## src/rtl/rfc_pkg.sv

```systemverilog
//////////////////////////////////////////////////////////////////////////////////////////
// Purpose : shared constants, types and helpers of the receive flow controller
// Assumes : 250 MHz core clock, receive FIFO level counted in bytes
// Notes   : jam tables are given in microseconds and turned into cycles here
//////////////////////////////////////////////////////////////////////////////////////////
package rfc_pkg;

  // clock and threshold granularity
  localparam int CLK_PERIOD_NS     = 4;
  localparam int THR_UNIT_SHIFT    = 6;     // thresholds count 64-byte blocks
  localparam int THR_FIELD_W       = 8;
  localparam int THR_BYTES_W       = THR_FIELD_W + THR_UNIT_SHIFT;
  localparam int LEVEL_W_DEF       = 14;    // 16 KB receive FIFO
  localparam int JAM_CODES         = 16;
  localparam int JAM_CNT_W         = 18;    // holds 602.2 us at 4 ns

  // jam durations at 100 Mb/s, in microseconds, indexed by duration code
  localparam int JAM_US_100 [JAM_CODES] = '{5, 10, 15, 25, 50, 100, 150, 200,
                                            250, 300, 350, 400, 450, 500, 550, 600};
  // extra jam time at 10 Mb/s, in nanoseconds
  localparam int JAM_EXTRA_10M_NS  = 2200;
  // least time: round up to whole cycles
  localparam int JAM_EXTRA_10M_CYC = (JAM_EXTRA_10M_NS + CLK_PERIOD_NS - 1) / CLK_PERIOD_NS;

  typedef int unsigned rfc_jam_tbl_t [JAM_CODES];

  // configuration bits, held steady by software
  typedef struct packed {
    logic                   any_frame_trigger;
    logic                   multicast_trigger;
    logic                   broadcast_trigger;
    logic                   address_match_trigger;
    logic [3:0]             jam_duration_code;
    logic [THR_FIELD_W-1:0] flow_high_threshold;
    logic [THR_FIELD_W-1:0] flow_low_threshold;
  } rfc_cfg_t;

  // receive frame classification from the MAC receiver
  typedef struct packed {
    logic preamble;       // one-cycle pulse: valid preamble seen
    logic addr_valid;     // one-cycle pulse: destination decoded
    logic address_match;
    logic broadcast;
    logic multicast;
  } rfc_rx_t;

  // pause request towards the MAC transmitter
  typedef struct packed {
    logic req;            // level, held until the transmitter accepts it
    logic zero_time;      // 1: pause time of zero (resume)
  } rfc_pause_t;

  localparam rfc_pause_t PAUSE_RST  = '{req: 1'b0, zero_time: 1'b0};
  localparam rfc_pause_t PAUSE_HOLD = '{req: 1'b1, zero_time: 1'b0};
  localparam rfc_pause_t PAUSE_FREE = '{req: 1'b1, zero_time: 1'b1};

  // jam table in cycles at 100 Mb/s, exact for a 4 ns clock
  function automatic rfc_jam_tbl_t rfc_jam_cycles();
    rfc_jam_tbl_t t;
    for (int i = 0; i < JAM_CODES; i++) begin
      t[i] = int'((JAM_US_100[i] * 1000 + CLK_PERIOD_NS - 1) / CLK_PERIOD_NS);
    end
    return t;
  endfunction : rfc_jam_cycles

  // threshold field to a byte count
  function automatic logic [THR_BYTES_W-1:0] rfc_thr_bytes(logic [THR_FIELD_W-1:0] thr);
    return {thr, {THR_UNIT_SHIFT{1'b0}}};
  endfunction : rfc_thr_bytes

endpackage : rfc_pkg

```

## src/rtl/rfc_jam_timer.sv

```systemverilog
//////////////////////////////////////////////////////////////////////////////////////////
// Purpose : one-shot jam timer, active for exactly the loaded number of cycles
// Assumes : load value is at least one
// Notes   : a load while active restarts the timer from the new value
//////////////////////////////////////////////////////////////////////////////////////////
`timescale 1ns/100ps
module rfc_jam_timer #(
  parameter int CNT_W = 18
) (
  input  wire logic             i_core_clk,
  input  wire logic             i_rst_n,
  input  wire logic             i_load,
  input  wire logic [CNT_W-1:0] i_count,
  output logic                  o_active
);

  logic [CNT_W-1:0] cnt_q;

  // active from the cycle after the load for i_count cycles
  always_ff @(posedge i_core_clk or negedge i_rst_n) begin
    if (!i_rst_n) begin
      cnt_q    <= '0;
      o_active <= 1'b0;
    end else if (i_load) begin
      cnt_q    <= i_count;
      o_active <= 1'b1;
    end else if (o_active) begin
      cnt_q    <= cnt_q - CNT_W'(1);
      o_active <= (cnt_q != CNT_W'(1));
    end
  end

endmodule : rfc_jam_timer

```

## src/rtl/rfc_flow_ctrl.sv

```systemverilog
//////////////////////////////////////////////////////////////////////////////////////////
// Purpose : automatic receive flow control: jam in half duplex, pause in full duplex
// Assumes : all inputs come from logic on the core clock; config held steady
// Notes   : the pause request is a level held until the transmitter accepts it
//
// Summary of operation
// - any-frame mode: act on threshold plus frame in half duplex, threshold alone in full duplex
// - full-duplex pause only with any-frame set
// - half-duplex any-frame ignores destination address
// - half-duplex any-frame jams at next preamble
// - full-duplex any-frame pauses right at threshold
// - pause request held until transmitter takes it
// - any-frame overrides the three selective triggers
// - duration code picks jam time, 10M longer
// - high threshold counts 64-byte blocks
// - zero pause only after pause, below low
// - jam held for code time, half duplex
// - half duplex selective jam per trigger bits
//////////////////////////////////////////////////////////////////////////////////////////
`timescale 1ns/100ps
module rfc_flow_ctrl
  import rfc_pkg::*;
#(
  parameter int                    LEVEL_W       = rfc_pkg::LEVEL_W_DEF,
  parameter rfc_pkg::rfc_jam_tbl_t P_JAM_CYC_100 = rfc_pkg::rfc_jam_cycles()
) (
  input  wire logic              i_core_clk,
  input  wire logic              i_rst_n,
  input  wire rfc_pkg::rfc_cfg_t i_cfg,
  input  wire logic              i_full_duplex,
  input  wire logic              i_speed_100,
  input  wire logic [LEVEL_W-1:0] i_rx_level,
  input  wire rfc_pkg::rfc_rx_t  i_rx,
  input  wire logic              i_pause_ack,
  output rfc_pkg::rfc_pause_t    o_pause,
  output logic                   o_jam,
  output logic                   o_paused
);

  //////////////////////////////////////////////////////////////////////////////////////////
  // reset release
  logic [1:0] rst_sync_q;
  logic       rst_n;

  // async assert, release after two edges so no flop sees a ragged release
  always_ff @(posedge i_core_clk or negedge i_rst_n) begin
    if (!i_rst_n) begin
      rst_sync_q <= 2'h0;
    end else begin
      rst_sync_q <= {rst_sync_q[0], 1'b1};
    end
  end
  assign rst_n = rst_sync_q[1];

  //////////////////////////////////////////////////////////////////////////////////////////
  // threshold compare
  logic hi_reached;
  logic below_lo;
  logic fd_auto;

  // levels compared as bytes; low above high is software's fault
  assign hi_reached = int'(i_rx_level) >= int'(rfc_thr_bytes(i_cfg.flow_high_threshold));
  assign below_lo   = int'(i_rx_level) < int'(rfc_thr_bytes(i_cfg.flow_low_threshold));
  assign fd_auto    = i_full_duplex && i_cfg.any_frame_trigger;

  //////////////////////////////////////////////////////////////////////////////////////////
  // full duplex pause requests
  logic issue_hold;
  logic issue_free;

  // a new request only while none is pending, so an accept is never lost
  assign issue_hold = fd_auto && !o_pause.req && !o_paused && hi_reached;
  assign issue_free = fd_auto && !o_pause.req && o_paused && below_lo;

  always_ff @(posedge i_core_clk or negedge rst_n) begin
    if (!rst_n) begin
      o_pause <= PAUSE_RST;
    end else if (issue_hold) begin
      o_pause <= PAUSE_HOLD;
    end else if (issue_free) begin
      o_pause <= PAUSE_FREE;
    end else if (i_pause_ack) begin
      o_pause.req <= 1'b0;
    end
  end

  // remembers a pause was sent so a single one goes out per excursion
  always_ff @(posedge i_core_clk or negedge rst_n) begin
    if (!rst_n) begin
      o_paused <= 1'b0;
    end else if (issue_hold) begin
      o_paused <= 1'b1;
    end else if (issue_free) begin
      o_paused <= 1'b0;
    end
  end

  //////////////////////////////////////////////////////////////////////////////////////////
  // half duplex jam triggers
  logic                 hd_any_hit;
  logic                 hd_sel_hit;
  logic                 jam_load;
  logic [JAM_CNT_W-1:0] jam_cycles;

  // any-frame: no address decode, act on the preamble of the next frame
  assign hd_any_hit = !i_full_duplex && i_cfg.any_frame_trigger && hi_reached
                      && i_rx.preamble;
  // selective triggers only when any-frame is clear
  assign hd_sel_hit = !i_full_duplex && !i_cfg.any_frame_trigger && hi_reached
                      && i_rx.addr_valid
                      && ((i_cfg.multicast_trigger && i_rx.multicast)
                       || (i_cfg.broadcast_trigger && i_rx.broadcast)
                       || (i_cfg.address_match_trigger && i_rx.address_match));
  assign jam_load   = hd_any_hit || hd_sel_hit;

  // duration from the table, plus the fixed extra at 10 Mb/s
  assign jam_cycles = JAM_CNT_W'(P_JAM_CYC_100[i_cfg.jam_duration_code]
                      + (i_speed_100 ? 0 : JAM_EXTRA_10M_CYC));

  rfc_jam_timer #(
    .CNT_W      (JAM_CNT_W)
  ) u_jam_timer (
    .i_core_clk (i_core_clk),
    .i_rst_n    (rst_n),
    .i_load     (jam_load),
    .i_count    (jam_cycles),
    .o_active   (o_jam)
  );

  //////////////////////////////////////////////////////////////////////////////////////////
  // checks
  logic [JAM_CNT_W-1:0] chk_len_q;
  logic [JAM_CNT_W-1:0] chk_exp_q;
  logic                 zero_req;

  // measures each jam against the length loaded for it
  always_ff @(posedge i_core_clk or negedge rst_n) begin
    if (!rst_n) begin
      chk_len_q <= '0;
      chk_exp_q <= '0;
    end else if (jam_load) begin
      chk_len_q <= '0;
      chk_exp_q <= jam_cycles;
    end else if (o_jam) begin
      chk_len_q <= chk_len_q + JAM_CNT_W'(1);
    end
  end
  assign zero_req = o_pause.req && o_pause.zero_time;
endmodule : rfc_flow_ctrl

```

## config.mk

```make
export PLATFORM = sky130hd
export DESIGN_NAME = rfc_flow_ctrl
export DESIGN_NICKNAME = d
export VERILOG_FILES = /design/src/rtl/rfc_pkg.sv /design/src/rtl/rfc_jam_timer.sv /design/src/rtl/rfc_flow_ctrl.sv
export SDC_FILE = /design/constraint.sdc
export NUM_CORES = 1
export LEC_CHECK = 0
export ABC_AREA = 1
export BUFFER_PORTS_ARGS = -buffer_cell sky130_fd_sc_hd__buf_4
export CAP_MARGIN = 5
export CELL_PAD_IN_SITES_DETAIL_PLACEMENT = 0
export CELL_PAD_IN_SITES_GLOBAL_PLACEMENT = 1
export CORE_MARGIN = 2
export CORE_UTILIZATION = 40
export DETAILED_ROUTE_END_ITERATION = 6
export PLACE_DENSITY = 0.78
export RECOVER_POWER = 50
export SYNTH_ARGS = -nofsm -noshare
export SYNTH_HDL_FRONTEND = slang
export SYNTH_SLANG_ARGS = --single-unit
```

## constraint.sdc

```tcl
create_clock -name i_core_clk -period 1 [get_ports i_core_clk]
set_input_delay 0.05 -clock i_core_clk [delete_from_list [all_inputs] [get_ports i_core_clk]]
set_output_delay 0.05 -clock i_core_clk [all_outputs]
set_load 0.02 [all_outputs]
```

==> summary.txt <==
Run status
  • Run status: finished, violations left
  • Violations in the final reports: negative setup slack

Die
  • Overall die height: 88.6 um
  • Number of core rows: 30
  • Area of the die: roughly 7800 um2
  • Io pins: 52
  • Die width: 88.6 um
  • Initial cell density of the core: 41.7%
  • Core box area: 6870 um2

STA
  • Worst slew slack as a fraction of its limit: roughly three fifths
  • Final Worst Setup Slack: -0.739 ns
  • Peak Freq: approximately 570 MHz
  • Setup repair after global routing missed its margin: yes
  • Number of max-slew violations in the final report: 0
  • Post-Route Skew: 0.00624 ns
  • Setup TNS: -11.22 ns
  • Final period utilization: 174%
  • Worst-Margin Slew: 0.601 ns
  • Final hold violations: 0
  • Final period demand of the worst path: approximately 1.7 ns
  • Setup violations, final: 22

Synth
  • Average size of a mapped cell: 6.67 um2
  • Count of yosys warnings during synthesis: 0
  • Flops & latches, synth: 24
  • Mapped Nets: 509
  • Share of synthesized area occupied by flip-flops and latches: between 20% and 30%
  • Count of flip-flops with a built-in enable after synthesis: 0
  • Most used flip-flop cell after synthesis: sky130_fd_sc_hd__dfrtp_1
  • Combinational family with the most area after synthesis: simple AND/OR/NAND/NOR gates
  • Mux share of post-synthesis cell area: 0%
  • Synthesized netlist cell count: 429
  • Post-synthesis share of cell area spent on xor and xnor gates: 4.90%
  • Share of synthesized cell area in and, or, nand and nor gates: 35.0%
  • Async set or reset register ratio after synthesis: 100%
  • Compound-gate portion of the synthesized area: 12.8%
  • Post-Synth Adder-Cell Area: 14.2%
  • Syn Std Cell Area: 2860 um2
  • Count of unique library cells instantiated by Yosys: 39

CTS
  • Master cell of the clock root buffer: sky130_fd_sc_hd__clkbuf_8
  • CTS buffer count: 3
  • CTS sink count: 24
  • Clock latency reported for the late side of the worst-skew pair: 0.27 ns
  • H-tree depth: 1
  • Clock-pin slew on the worst setup and hold paths: 0.10 ns
  • Maximum buffer depth of the clock tree: 2
  • TritonCTS clock tree: done

Detailed routing
  • Final routed wire length divided by cell count: approximately 13 um
  • TritonRoute pass-1 iters: 5
  • Antenna-violating nets left: 0
  • Remaining DRCs: 0
  • Vias/cell: around 4.8
  • Number of DRC markers in iteration 0: 191
  • Final routed wirelength across all metal layers: 9.41 mm
  • Vias post-DR: 3406

Power and ir drop
  • Leak pwr: about 2.5 nW
  • PwrDens: 1410 nW/um2
  • Total power: between 6 and 7 mW
  • Worst IR drop on VDD: 0.000634 V

Global routing
  • Total global routing track utilization: around a quarter
  • Congestion Overflow GR: 0
  • Vias in the first global route: 3262
  • Global-route wire length before repair: approximately 15 mm
  • Pin count of the biggest net entering global routing: 23
  • Number of antenna violations at the first check in global routing: 0

Flow run
  • Reported max-cap violation count: 0

Hold path
  • Hold Crit Class: in -> async

Placed design
  • Cell total after placement: between 600 and 700
  • Half-perimeter wire length after detailed placement: 7.29 mm
  • Count of port buffers added during placement: 51
  • Placement-stage cell area: 4350 um2
  • Routability cong.: 0.898

Final layout
  • Fillers: 573
  • Final standard cell area without fillers: about 4900 um2
  • Antenna diodes: 0
  • Core utilization of the finished layout: between 70% and 80%
  • Number of non-filler instances in the completed layout: 704
  • Relative area change from synthesis to final layout: 72.1%
  • Number of nets in the layout: 689
  • Fraction of final layout cells sized beyond drive strength 1: approximately half

Setup path
  • Class of the most critical setup path: in -> reg
  • Highest net fanout along the worst path: 5
  • Worst Setup End Kind: register
  • Crit start category: input port
  • Critical path arrival: 1.91 ns
  • WP data required: 1.17 ns
## flip-flops by register name (all words and copies together) (netlist names)
register              count
o_paused                  1
o_pause                   2
u_jam_timer.o_active      1
u_jam_timer.cnt_q        18
rst_sync_q                2
## per-layer routing
layer | track usage, % | routed length (um) | vias up
met5 | 0 | 0 | -
met4 | 3.31 | 53 | 0
met3 | 1.49 | 347 | 4
met2 | 44.0 | 4850 | 76
met1 | 29.7 | 4170 | 1587
li1 | - | - | 1739
## layout by cell type, fill, tap and decap left out, drive strengths merged
| master | Yosys | routed |
|---|---|---|
| buf | 3 | 178 |
| nand2 | 96 | 96 |
| inv | 72 | 70 |
| nor2 | 59 | 59 |
| nand3 | 45 | 45 |
| ha | 31 | 31 |
| o21ai | 26 | 26 |
| dfrtp | 24 | 24 |
| a21oi | 18 | 18 |
| xor2 | 12 | 12 |
| nand4 | 10 | 10 |
| clkbuf | 5 | 6 |
| o211ai | 4 | 4 |
| xnor2 | 4 | 4 |
| nor3 | 3 | 3 |
| clkinvlp | 0 | 2 |
| a21o | 2 | 2 |
| nand3b | 2 | 2 |
| a22oi | 2 | 2 |
| a31oi | 2 | 2 |
| dlygate4sd3 | 0 | 2 |
| o221ai | 1 | 1 |
| a221oi | 1 | 1 |
| nor4 | 1 | 1 |
| o21a | 1 | 1 |
| a2111oi | 1 | 1 |
| or2 | 1 | 1 |
| and2 | 1 | 1 |
| fa | 1 | 1 |
| bufinv | 0 | 1 |
| conb | 1 | 1 |
## kinds of logic (layout without fill, tap and decap cells)
group | Yosys count | in the layout
AO/OA/AOI/OAI | 58 | 58
flip-flops | 24 | 24
XOR/XNOR | 16 | 16
AND/OR/NAND/NOR | 218 | 218
other | 1 | 1
adder cells (fa/ha/maj) | 32 | 32
buffers and inverters | 80 | 259
## Yosys cell counts (all sizes together) (2+ instances only)
master / number / area, um2
a21o: 2 / 15.0
a21oi: 18 / 97.6
a22oi: 2 / 25.0
a31oi: 2 / 12.5
buf: 3 / 33.8
clkbuf: 5 / 38.8
dfrtp: 24 / 601
ha: 31 / 388
inv: 72 / 270
nand2: 96 / 395
nand3: 45 / 245
nand3b: 2 / 15.0
nand4: 10 / 62.6
nor2: 59 / 249
nor3: 3 / 15.0
o211ai: 4 / 30.0
o21ai: 26 / 153
xnor2: 4 / 35.0
xor2: 12 / 105
## what timing repair did
action / 4_1_cts / 5_1_grt
hold endpoints to repair: 3 / 0
hold buffers: 2 / 0
setup endpoints to repair: 24 / 25
resized for setup: 42 / 48
setup buffers: 9 / 6
gates cloned: 0 / 1
pin swaps: 30 / 33
## through the flow
stage          worst slack (ns)  hold WS, ns
2_1_floorplan            -0.802       -0.246
3_3_place_gp              -1.03       -0.169
3_5_place_dp              -1.11       -0.166
4_1_cts                  -0.740       0.0699
6_report                 -0.739       0.0867
5_1_grt                  -0.837        0.108
## final timing paths
kind / from / end / slack, ns / depth (start not counted)
min in group i_core_clk: i_full_duplex / u_jam_timer.cnt_q[1] / 0.23 / 5
setup reg to reg: u_jam_timer.cnt_q[1] / u_jam_timer.cnt_q[17] / -0.65 / 10
setup / recovery: i_cfg[16] / u_jam_timer.cnt_q[9] / -0.74 / 15
hold reg to reg: rst_sync_q[1] / u_jam_timer.cnt_q[0] / 0.34 / 1
hold / removal: i_rst_n / rst_sync_q[1] / 0.09 / 2
max in group asynchronous: rst_sync_q[1] / o_pause[1] / 0.22 / 1
## where the power goes
part / leakage [nW] / internal (mW) / switching (mW)
combinational: 2.18 / 2.31 / 2.06
clock: 0.0357 / 0.535 / 0.344
sequential: 0.286 / 1.36 / 0.352
## layout make-up
type | instances | area [um2] | share of cell area, %
flip-flops and latches | 24 | 602 | 12.2
repair buffers | 183 | 1480 | 30.1
well taps | 96 | 120 | 2.44
clock inverters | 1 | 30.0 | 0.610
inverters | 72 | 298 | 6.05
clock buffers | 3 | 41.3 | 0.838
multi-input cells | 325 | 2350 | 47.8
## critical path: stages
cell	delay (ns)
sky130_fd_sc_hd__buf_8	0.10
sky130_fd_sc_hd__buf_4	0.13
sky130_fd_sc_hd__ha_4	0.16
sky130_fd_sc_hd__nor2_4	0.13
sky130_fd_sc_hd__ha_4	0.15
sky130_fd_sc_hd__inv_2	0.04
sky130_fd_sc_hd__fa_2	0.35
sky130_fd_sc_hd__inv_2	0.08
sky130_fd_sc_hd__nand2_4	0.06
sky130_fd_sc_hd__o21ai_4	0.23
sky130_fd_sc_hd__nand2_2	0.10
sky130_fd_sc_hd__o21ai_1	0.12
sky130_fd_sc_hd__nand3_1	0.09
sky130_fd_sc_hd__nand2_1	0.07
sky130_fd_sc_hd__nand2_1	0.04
No activity file was read; power rests on OpenSTA's default activity.
